==> src/rkpb_map.vh <==
/*
  register map, field layout and reset values of the kernel program
  base register block. assumes inclusion by its bare name.
*/
`ifndef RKPB_MAP_VH
`define RKPB_MAP_VH

// ==========================================================
// register offsets (byte addresses)
`define RKPB_OFF_BASE      12'h000
`define RKPB_OFF_RAM_SIZE  12'h004
`define RKPB_OFF_STATUS    12'h008

// ==========================================================
// fields
`define RKPB_BASE_MSB      15
`define RKPB_BASE_LSB      10
`define RKPB_BASE_W        6
`define RKPB_SIZE_MSB      31
`define RKPB_SIZE_LSB      0

// ==========================================================
// reset values
`define RKPB_BASE_RST      6'h00
`define RKPB_SIZE_RST      32'h00004000

`endif

==> src/rkpb_top.v <==
/*
  kernel program base register of the data ram partition, as an apb slave.
  assumes a synchronous apb master on pclk; software keeps base <= ram size.
*/
// Function
// - bits 31 to 16 of the base register read zero and store nothing
// - six-bit read/write field at bits 15:10 sets kernel program base
// - bits 9 to 0 read constant zero, base moves in 1 KB steps
// - reset forces the base register to zero, all ram is kernel data
`timescale 1ns/1ps
`include "rkpb_map.vh"

module rkpb_top (
  input  wire        pclk,
  input  wire        presetn,
  input  wire        psel,
  input  wire        penable,
  input  wire        pwrite,
  input  wire [11:0] paddr,
  input  wire [31:0] pwdata,
  output reg  [31:0] prdata,
  output reg         pready,
  output reg         pslverr,
  output reg  [31:0] kernel_prog_base,
  output reg         base_over_size
);

  // ========================================================
  // constants
  localparam [31:0] WORD_ZERO = 32'h00000000;

  // ========================================================
  // bus phase states
  // the slave answers in the cycle after setup, so one state is enough
  // to tell the answer cycle apart from idle; no wait states are added
  localparam [1:0] ST_IDLE   = 2'b00;
  localparam [1:0] ST_ANSWER = 2'b01;

  // ========================================================
  // register indices
  localparam [1:0] SEL_NONE  = 2'b00;
  localparam [1:0] SEL_BASE  = 2'b01;
  localparam [1:0] SEL_SIZE  = 2'b10;
  localparam [1:0] SEL_STAT  = 2'b11;

  // ========================================================
  // phase state
  reg  [1:0]              phase_r;
  reg  [1:0]              phase_nxt;

  // ========================================================
  // register state
  reg  [`RKPB_BASE_W-1:0] base_r;
  reg  [`RKPB_BASE_W-1:0] base_nxt;
  reg  [31:0]             ram_size_r;
  reg  [31:0]             ram_size_nxt;

  // ========================================================
  // bus decode and answer
  // words handed between the decode and the flops
  reg  [1:0]              sel_nxt;
  reg                     hit_nxt;
  reg  [31:0]             rdata_nxt;
  reg  [31:0]             prdata_nxt;
  reg                     pready_nxt;
  reg                     pslverr_nxt;
  reg                     over_nxt;
  wire                    setup_w;
  wire                    access_w;
  wire                    wr_w;
  wire                    wr_base_w;
  wire                    wr_size_w;
  wire [31:0]             base_full_w;
  wire [31:0]             base_nxt_full_w;

  // ========================================================
  // helpers
  // zero-extended byte address from the six-bit field
  function [31:0] rkpb_expand;
    input [`RKPB_BASE_W-1:0] f;
    begin
      rkpb_expand = {16'h0000, f, 10'h000};
    end
  endfunction

  // byte address to register index; anything unmapped is refused
  function [1:0] rkpb_decode;
    input [11:0] a;
    begin
      case (a)
        `RKPB_OFF_BASE:     rkpb_decode = SEL_BASE;
        `RKPB_OFF_RAM_SIZE: rkpb_decode = SEL_SIZE;
        `RKPB_OFF_STATUS:   rkpb_decode = SEL_STAT;
        default:            rkpb_decode = SEL_NONE;
      endcase
    end
  endfunction

  // writable field of a write word; every other bit is dropped
  function [`RKPB_BASE_W-1:0] rkpb_field;
    input [31:0] d;
    begin
      rkpb_field = d[`RKPB_BASE_MSB:`RKPB_BASE_LSB];
    end
  endfunction

  // status word, flag in bit zero
  function [31:0] rkpb_status;
    input flag;
    begin
      rkpb_status = {{31{1'b0}}, flag};
    end
  endfunction

  // ========================================================
  // bus qualifiers
  // a write lands only on the edge that samples pready high
  assign setup_w         = psel & ~penable;
  assign access_w        = psel & penable & pready;
  assign wr_w            = access_w & pwrite & ~pslverr;
  assign wr_base_w       = wr_w & (rkpb_decode(paddr) == SEL_BASE);
  assign wr_size_w       = wr_w & (rkpb_decode(paddr) == SEL_SIZE);
  assign base_full_w     = rkpb_expand(base_r);
  assign base_nxt_full_w = rkpb_expand(base_nxt);

  // ========================================================
  // register select
  always @* begin
    sel_nxt = rkpb_decode(paddr);
    hit_nxt = (sel_nxt != SEL_NONE);
  end

  // ========================================================
  // read mux
  always @* begin
    rdata_nxt = WORD_ZERO;
    case (sel_nxt)
      SEL_BASE: begin
        rdata_nxt = base_full_w;
      end
      SEL_SIZE: begin
        rdata_nxt = ram_size_r;
      end
      SEL_STAT: begin
        rdata_nxt = rkpb_status(base_over_size);
      end
      default: begin
        rdata_nxt = WORD_ZERO;
      end
    endcase
  end

  // ========================================================
  // write update
  // writes to the status word fall through and change nothing
  always @* begin
    base_nxt     = base_r;
    ram_size_nxt = ram_size_r;
    if (wr_base_w) begin
      base_nxt = rkpb_field(pwdata);
    end
    if (wr_size_w) begin
      ram_size_nxt = pwdata;
    end
  end

  // ========================================================
  // bus phase
  // a setup cycle straight after an answer starts the next transfer at once
  always @* begin
    phase_nxt = phase_r;
    case (phase_r)
      ST_IDLE: begin
        if (setup_w) begin
          phase_nxt = ST_ANSWER;
        end
      end
      ST_ANSWER: begin
        if (setup_w) begin
          phase_nxt = ST_ANSWER;
        end else begin
          phase_nxt = ST_IDLE;
        end
      end
      default: begin
        phase_nxt = ST_IDLE;
      end
    endcase
  end

  // ========================================================
  // ready next
  always @* begin
    pready_nxt = (phase_nxt == ST_ANSWER);
  end

  // ========================================================
  // error next
  always @* begin
    pslverr_nxt = setup_w & ~hit_nxt;
  end

  // ========================================================
  // read data next
  // held until the next read so a slow master still sees it
  always @* begin
    prdata_nxt = prdata;
    if (setup_w && !pwrite) begin
      prdata_nxt = rdata_nxt;
    end
  end

  // ========================================================
  // size limit flag next
  // flags software breaking the size limit; hardware cannot refuse it
  always @* begin
    over_nxt = (base_nxt_full_w > ram_size_nxt);
  end

  // ========================================================
  // phase register
  always @(posedge pclk or negedge presetn) begin
    if (!presetn) begin
      phase_r <= ST_IDLE;
    end else begin
      phase_r <= phase_nxt;
    end
  end

  // ========================================================
  // base field register
  always @(posedge pclk or negedge presetn) begin
    if (!presetn) begin
      base_r <= `RKPB_BASE_RST;
    end else begin
      base_r <= base_nxt;
    end
  end

  // ========================================================
  // ram size register
  always @(posedge pclk or negedge presetn) begin
    if (!presetn) begin
      ram_size_r <= `RKPB_SIZE_RST;
    end else begin
      ram_size_r <= ram_size_nxt;
    end
  end

  // ========================================================
  // kernel program base output
  // a registered copy, so no logic sits between the flop and the pin
  always @(posedge pclk or negedge presetn) begin
    if (!presetn) begin
      kernel_prog_base <= WORD_ZERO;
    end else begin
      kernel_prog_base <= base_nxt_full_w;
    end
  end

  // ========================================================
  // size limit flag
  always @(posedge pclk or negedge presetn) begin
    if (!presetn) begin
      base_over_size <= 1'b0;
    end else begin
      base_over_size <= over_nxt;
    end
  end

  // ========================================================
  // read data
  always @(posedge pclk or negedge presetn) begin
    if (!presetn) begin
      prdata <= WORD_ZERO;
    end else begin
      prdata <= prdata_nxt;
    end
  end

  // ========================================================
  // ready
  always @(posedge pclk or negedge presetn) begin
    if (!presetn) begin
      pready <= 1'b0;
    end else begin
      pready <= pready_nxt;
    end
  end

  // ========================================================
  // error response
  // unmapped addresses answer with an error and leave every register alone
  always @(posedge pclk or negedge presetn) begin
    if (!presetn) begin
      pslverr <= 1'b0;
    end else begin
      pslverr <= pslverr_nxt;
    end
  end

endmodule // rkpb_top

==> config.mk <==
export PLATFORM = sky130hd
export DESIGN_NAME = rkpb_top
export DESIGN_NICKNAME = d
export VERILOG_FILES = /design/src/rkpb_top.v
export VERILOG_INCLUDE_DIRS = /design/src
export SDC_FILE = /design/constraint.sdc
export NUM_CORES = 1
export LEC_CHECK = 0
export ABC_AREA = 1
export BUFFER_PORTS_ARGS = -buffer_cell sky130_fd_sc_hd__buf_2
export CORE_MARGIN = 2
export CORE_UTILIZATION = 52
export DETAILED_ROUTE_END_ITERATION = 10
export GPL_TIMING_DRIVEN = 0
export PLACE_DENSITY = 0.82
export SLEW_MARGIN = 30
export SYNTH_ARGS = -nofsm -noshare
export SYNTH_HDL_FRONTEND = slang
export SYNTH_SLANG_ARGS = --single-unit
==> constraint.sdc <==
create_clock -name pclk -period 4.85 [get_ports pclk]
set_input_delay 0.7275 -clock pclk [delete_from_list [all_inputs] [get_ports pclk]]
set_output_delay 0.7275 -clock pclk [all_outputs]
set_load 0.02 [all_outputs]
---- Word level (Yosys, flattened, before mapping) ----
Cells that the tools add are included.
word-level totals
  register bits ........................... 75
  input port bits ......................... 49
operators by class
  order comparisons ....................... 1
  equal/unequal tests ..................... 7
  muxes and demuxes ....................... 7
  bitwise gates (word level) .............. 11
  reduce and logical (&&, ||, !) cells .... 5
operators by type and width
  operator             count
  $pmux 32 s3          1
  $gt 16x32->1         1
  $mux 32              1
  $eq 12x3->1 const B  1
  $eq 12x4->1 const B  1
  $logic_not 12->1     1
  $and 1x1->1          8
  $eq 2x1->1 const B   3
  $mux 6               1
  $pmux 2 s3           1
  $eq 2x2->1 const B   2
  $pmux 2 s2           1
  $not 1->1            3
  $logic_not 2->1      1
  $mux 2               1
  $reduce_bool 2->1    1
  $logic_and 1x1->1    1
  $logic_not 1->1      1
  $mux 1               1

---- Logic depth before layout (Yosys ltp) ----
  depth in word-level cells ............... 7
  depth in mapped cells ................... 19

---- Least setup slack after synthesis ----
Ideal clock, no wire load.
  path type ............................... input to register
  from .................................... input port paddr[1]
  to ...................................... register base_over_size
  library setup time ...................... 117 ps
  arrival ................................. 2805 ps
  path slack .............................. 1928 ps
  cell stages on the path ................. 16
  buffers on the path ..................... 1
  path through ............................ nor2_1 -> inv_1 -> nor4_2 -> nand3_1 -> clkbuf_1 -> nand2_1 -> o21ai_0 -> ha_1 -> nand2_1 -> nor2_1 -> and3_1 -> o211ai_1 -> nor2_1 -> nand2_1 -> nor2_1 -> nor2_1
on the way
  word-level cells in the longest chain between the ends .. 6
  elaborated cells between the ends (all ways) .. 11
ends and longest elaborated chain
  what                                 line            RTL
  from (decl)                          rkpb_top.v:19   input wire [11:0] paddr,
  $eq 12x4->1 (tied with other cells)  rkpb_top.v:90   case (a)
  $pmux 2 s3 *                         rkpb_top.v:90
  $eq 2x1->1 *                         rkpb_top.v:121  assign wr_base_w = wr_w & (rkpb_decode(paddr) == SEL_BASE);
  $and 1x1->1 *                        rkpb_top.v:121
  $mux 6 *                             rkpb_top.v:159  if (wr_base_w) begin
  net base_nxt[3]                      rkpb_top.v:54   reg [`RKPB_BASE_W-1:0] base_nxt;
  $gt 16x32->1 *                       rkpb_top.v:217  over_nxt = (base_nxt_full_w > ram_size_nxt);
  net over_nxt                         rkpb_top.v:67   reg over_nxt;
  to (signal assigned)                 rkpb_top.v:267  base_over_size <= over_nxt;
  to (decl)                            rkpb_top.v:25   output reg base_over_size
The timed path passes the listed nets; every way through them passes the cells marked *.
A chain may end at the register's enable or synchronous reset.

---- Final worst setup path ----
  from .................................... input port pwrite
  to ...................................... register base_over_size
on the way
  word-level cells in the longest chain between the ends .. 5
  elaborated cells between the ends (all ways) .. 7
ends and longest elaborated chain
  what                      line            RTL
  from (decl)               rkpb_top.v:18   input wire pwrite,
  $and 1x1->1 (2 in a row)  rkpb_top.v:120  assign wr_w = access_w & pwrite & ~pslverr;
  $and 1x1->1               rkpb_top.v:121
  $mux 6                    rkpb_top.v:159
  net base_nxt[3]           rkpb_top.v:54
  $gt 16x32->1              rkpb_top.v:217
  net over_nxt              rkpb_top.v:67
The timed path passes the listed nets, and every way through them passes these cells.

==> flow_metrics.py <==
metrics = {
    "detailed_routing": {
        "wl_met1_mm": 3.53,
        "viasPerCell": 5.14,
        "drc": 0,
        "dr.first_iter.drc_count": 320,
        "first_pass_iters": 5,
        "vias": 3242,
        "route.met3.wl_um": 566,
        "totalWireLength_mm": 8.67,
        "wire_per_inst_um": 13.7,
        "topRoutingLayerUsed": "met4",
        "ant_nets": 0,
        "route.met2.wl_mm": 4.33,
    },
    "finish": {
        "multi_input_area_sq_mm": 0.00135,
        "antennaDiodeCount": 0,
        "final_common_cell": "nand2_1",
        "final_util_pct": 65.7,
        "areaGrowthSynthToFinish_pct": 24.0,
        "final_cell_mix": "125 x nand2_1, 94 x buf_2, 73 x dfrtp_1",
        "layout.nets": 602,
        "drive_gt1_share_pct": 27.0,
        "final_area_sq_mm": 0.00439,
        "nFillCells": 575,
        "seqCellArea_sq_mm": 0.00185,
    },
    "global_route": {
        "grt_pass1_wl_mm": 14.2,
        "antenna_found_initial": 0,
        "grt_max_degree": 47,
        "grt.total_usage_pct": 24.9,
        "grt_pass1_vias": 3103,
        "gr-total-overflow": 0,
    },
    "synth": {
        "synth-edff-count": 0,
        "synth_top_area_share_pct": 51.6,
        "ys_seq_elements": 74,
        "synth_area_per_cell_sq_um": 8.43,
        "syn_inst": 420,
        "seq_area_frac_synth_pct": 52.3,
        "synth_area_sq_mm": 0.00354,
        "synthDistinctLibCells": 31,
        "yosys-top-cells-area": "dfrtp_1 52%, nand2_1 13%, buf_4 5.5%",
        "yosysTopAreaCell": "dfrtp_1",
        "synth-main-ff-cell": "dfrtp_1",
        "synthArstFlopShare_pct": 100,
        "ys_warn_count": 0,
    },
    "worst_setup_path": {
        "rrSetupSlack_ps": 1510,
        "arrival_ps": 3670,
        "timing.rr.start": "pslverr",
        "crit_required_ps": 5140,
        "end_kind": "flop",
        "r2r_end": "base_over_size",
        "reg2reg_depth": 15,
        "crit_fanout": 10,
        "path_class": "input pin to flop",
        "start_kind": "input pin",
    },
    "power_and_ir_drop": {
        "powerDensity_mw_per_mm2": 269,
        "ir_drop_v": 0.000142,
        "leakage_nw": 2.61,
        "clkPwrFrac_pct": 39.9,
        "p_int_mw": 0.900,
        "seq_power_share_pct": 52.3,
        "switching_share_pct": 23.9,
        "comb_power_share_pct": 7.9,
        "p_switching_mw": 0.283,
    },
    "job": {
        "drv_cap": 0,
    },
    "die": {
        "core_sq_mm": 0.00668,
        "start_util_pct": 53.0,
        "num_io_pins": 116,
        "die_w_um": 86.5,
        "die_area_sq_mm": 0.00749,
        "fp-row-count": 30,
        "die_h_um": 86.5,
    },
    "sta": {
        "fin_tns_setup_ps": 0,
        "final.min_clock_period_ps": 3380,
        "setup_viol": 0,
        "fmax_ghz": 0.296,
        "hold_viol_final": 0,
        "fin_ws_ps": 1470,
        "clock_skew_ps": 6.39,
        "drv_slew": 0,
        "max_slew_margin_pct": 55.5,
        "fin_crit_sh_pct": 69.7,
        "worst_pin_slew_ps": 665,
        "rsz0062_at_grt": "no",
    },
    "cts": {
        "path_clk_slew_ps": 80,
        "clk_latency_ps": 360,
        "cts-hold-fix-buffers": 0,
        "post_cts_buffers": 0,
        "ctsResizeCount": 0,
        "clock-root-buffer": "clkbuf_8",
        "clock-sinks": 74,
        "cts_tree": "done",
        "cts_buffer_depth": 2,
        "htree_levels": 3,
        "numCtsBuffers": 9,
    },
    "placed_design": {
        "numPortBuffers": 89,
        "placed_area_sq_mm": 0.00421,
        "dp_hpwl_mm": 6.48,
        "gp_congestion": 0.908,
        "pre_cts_slack_ps": 1220,
    },
    "worst_hold_path": {
        "hp-class": "input pin to asynchronous set/reset pin",
    },
    "status": {
        "status": "finished clean",
    },
}
## metal layers
| layer | track usage (%) | up-vias |
|---|---|---|
| met1 | 32.4 | 1527 |
| met5 | 0 | - |
| li1 | - | 1557 |
| met2 | 40.1 | 138 |
| met3 | 3.52 | 20 |
| met4 | 13.9 | 0 |
## cells by family after synthesis
kind of cell / Yosys count / synth area share, %
adder cells (fa/ha/maj): 6 / 2.12
AO/OA/AOI/OAI: 33 / 5.05
other: 1 / 0.106
flip-flops: 74 / 52.3
buffers and inverters: 83 / 12.2
XOR/XNOR: 1 / 0.247
AND/OR/NAND/NOR: 222 / 28.0
## metrics by stage
step / total power, mW / std cells / hold slack, ps
2_1_floorplan: 0.681 / 446 / 378
3_3_place_gp: 0.720 / 615 / 380
3_5_place_dp: 0.724 / 616 / 389
4_1_cts: 1.19 / 631 / 388
5_1_grt: 1.22 / 631 / 417
6_report: 1.18 / 631 / 366
## worst max-delay path, cell delays in order
cell and delay [ps]:
buf_2 90, nand3_1 90, nor2_2 390, clkbuf_1 430
nand3_1 250, clkbuf_1 280, nand2_1 100, o21ai_0 150
ha_1 340, nand2_1 80, nor3_1 300, o21ai_1 140
nor2_1 110, nand3_1 100, nor2_1 110
## registers in the layout, indices dropped and copies added (netlist names)
name / count
pslverr: 1
phase_r: 1
prdata: 32
base_over_size: 1
kernel_prog_base: 6
ram_size_r: 32
pready: 1
## worst max path at each step
stage / from / endpoint / slack [ps] / cells after the start
after floorplan: paddr[1] / base_over_size / 1930 / 16
after global placement: pwrite / base_over_size / 1340 / 17
after detailed placement: pwrite / base_over_size / 1220 / 17
after global routing: paddr[1] / base_over_size / 1150 / 15
after CTS: pwrite / base_over_size / 1580 / 17
final: pwrite / base_over_size / 1470 / 15
## power by group through the flow
stage | logic [mW] | clock network (mW) | registers [mW]
floorplan | 0.0496 | 0 | 0.632
global placement | 0.0894 | 0 | 0.630
detailed placement | 0.0931 | 0 | 0.630
CTS | 0.0933 | 0.475 | 0.618
global route | 0.103 | 0.502 | 0.618
finish | 0.0930 | 0.472 | 0.618
## final cells by class
type | count | share of cell area [%]
plain buffers | 45 | 6.58
repair buffers | 90 | 10.7
inverters | 38 | 3.25
well taps | 80 | 2.28
multi-input cells | 289 | 30.8
clock buffers | 12 | 3.30
clock inverters | 3 | 0.912
flip-flops and latches | 74 | 42.2
## synthesized netlist by cell type (2+ instances only)
| cell | instances |
|---|---|
| buf_2 | 6 |
| nor2_1 | 28 |
| nor3_1 | 2 |
| buf_1 | 2 |
| o21ai_0 | 10 |
| dfrtp_1 | 73 |
| inv_1 | 34 |
| nand4_1 | 23 |
| clkbuf_1 | 9 |
| o21ai_1 | 12 |
| a21oi_1 | 5 |
| inv_2 | 4 |
| nand3_1 | 36 |
| buf_4 | 26 |
| o22ai_1 | 2 |
| nor2_2 | 2 |
| o31ai_1 | 2 |
| ha_1 | 6 |
| buf_6 | 2 |
| nand2_1 | 125 |
Note: power is estimated with default switching activity, not from simulation.
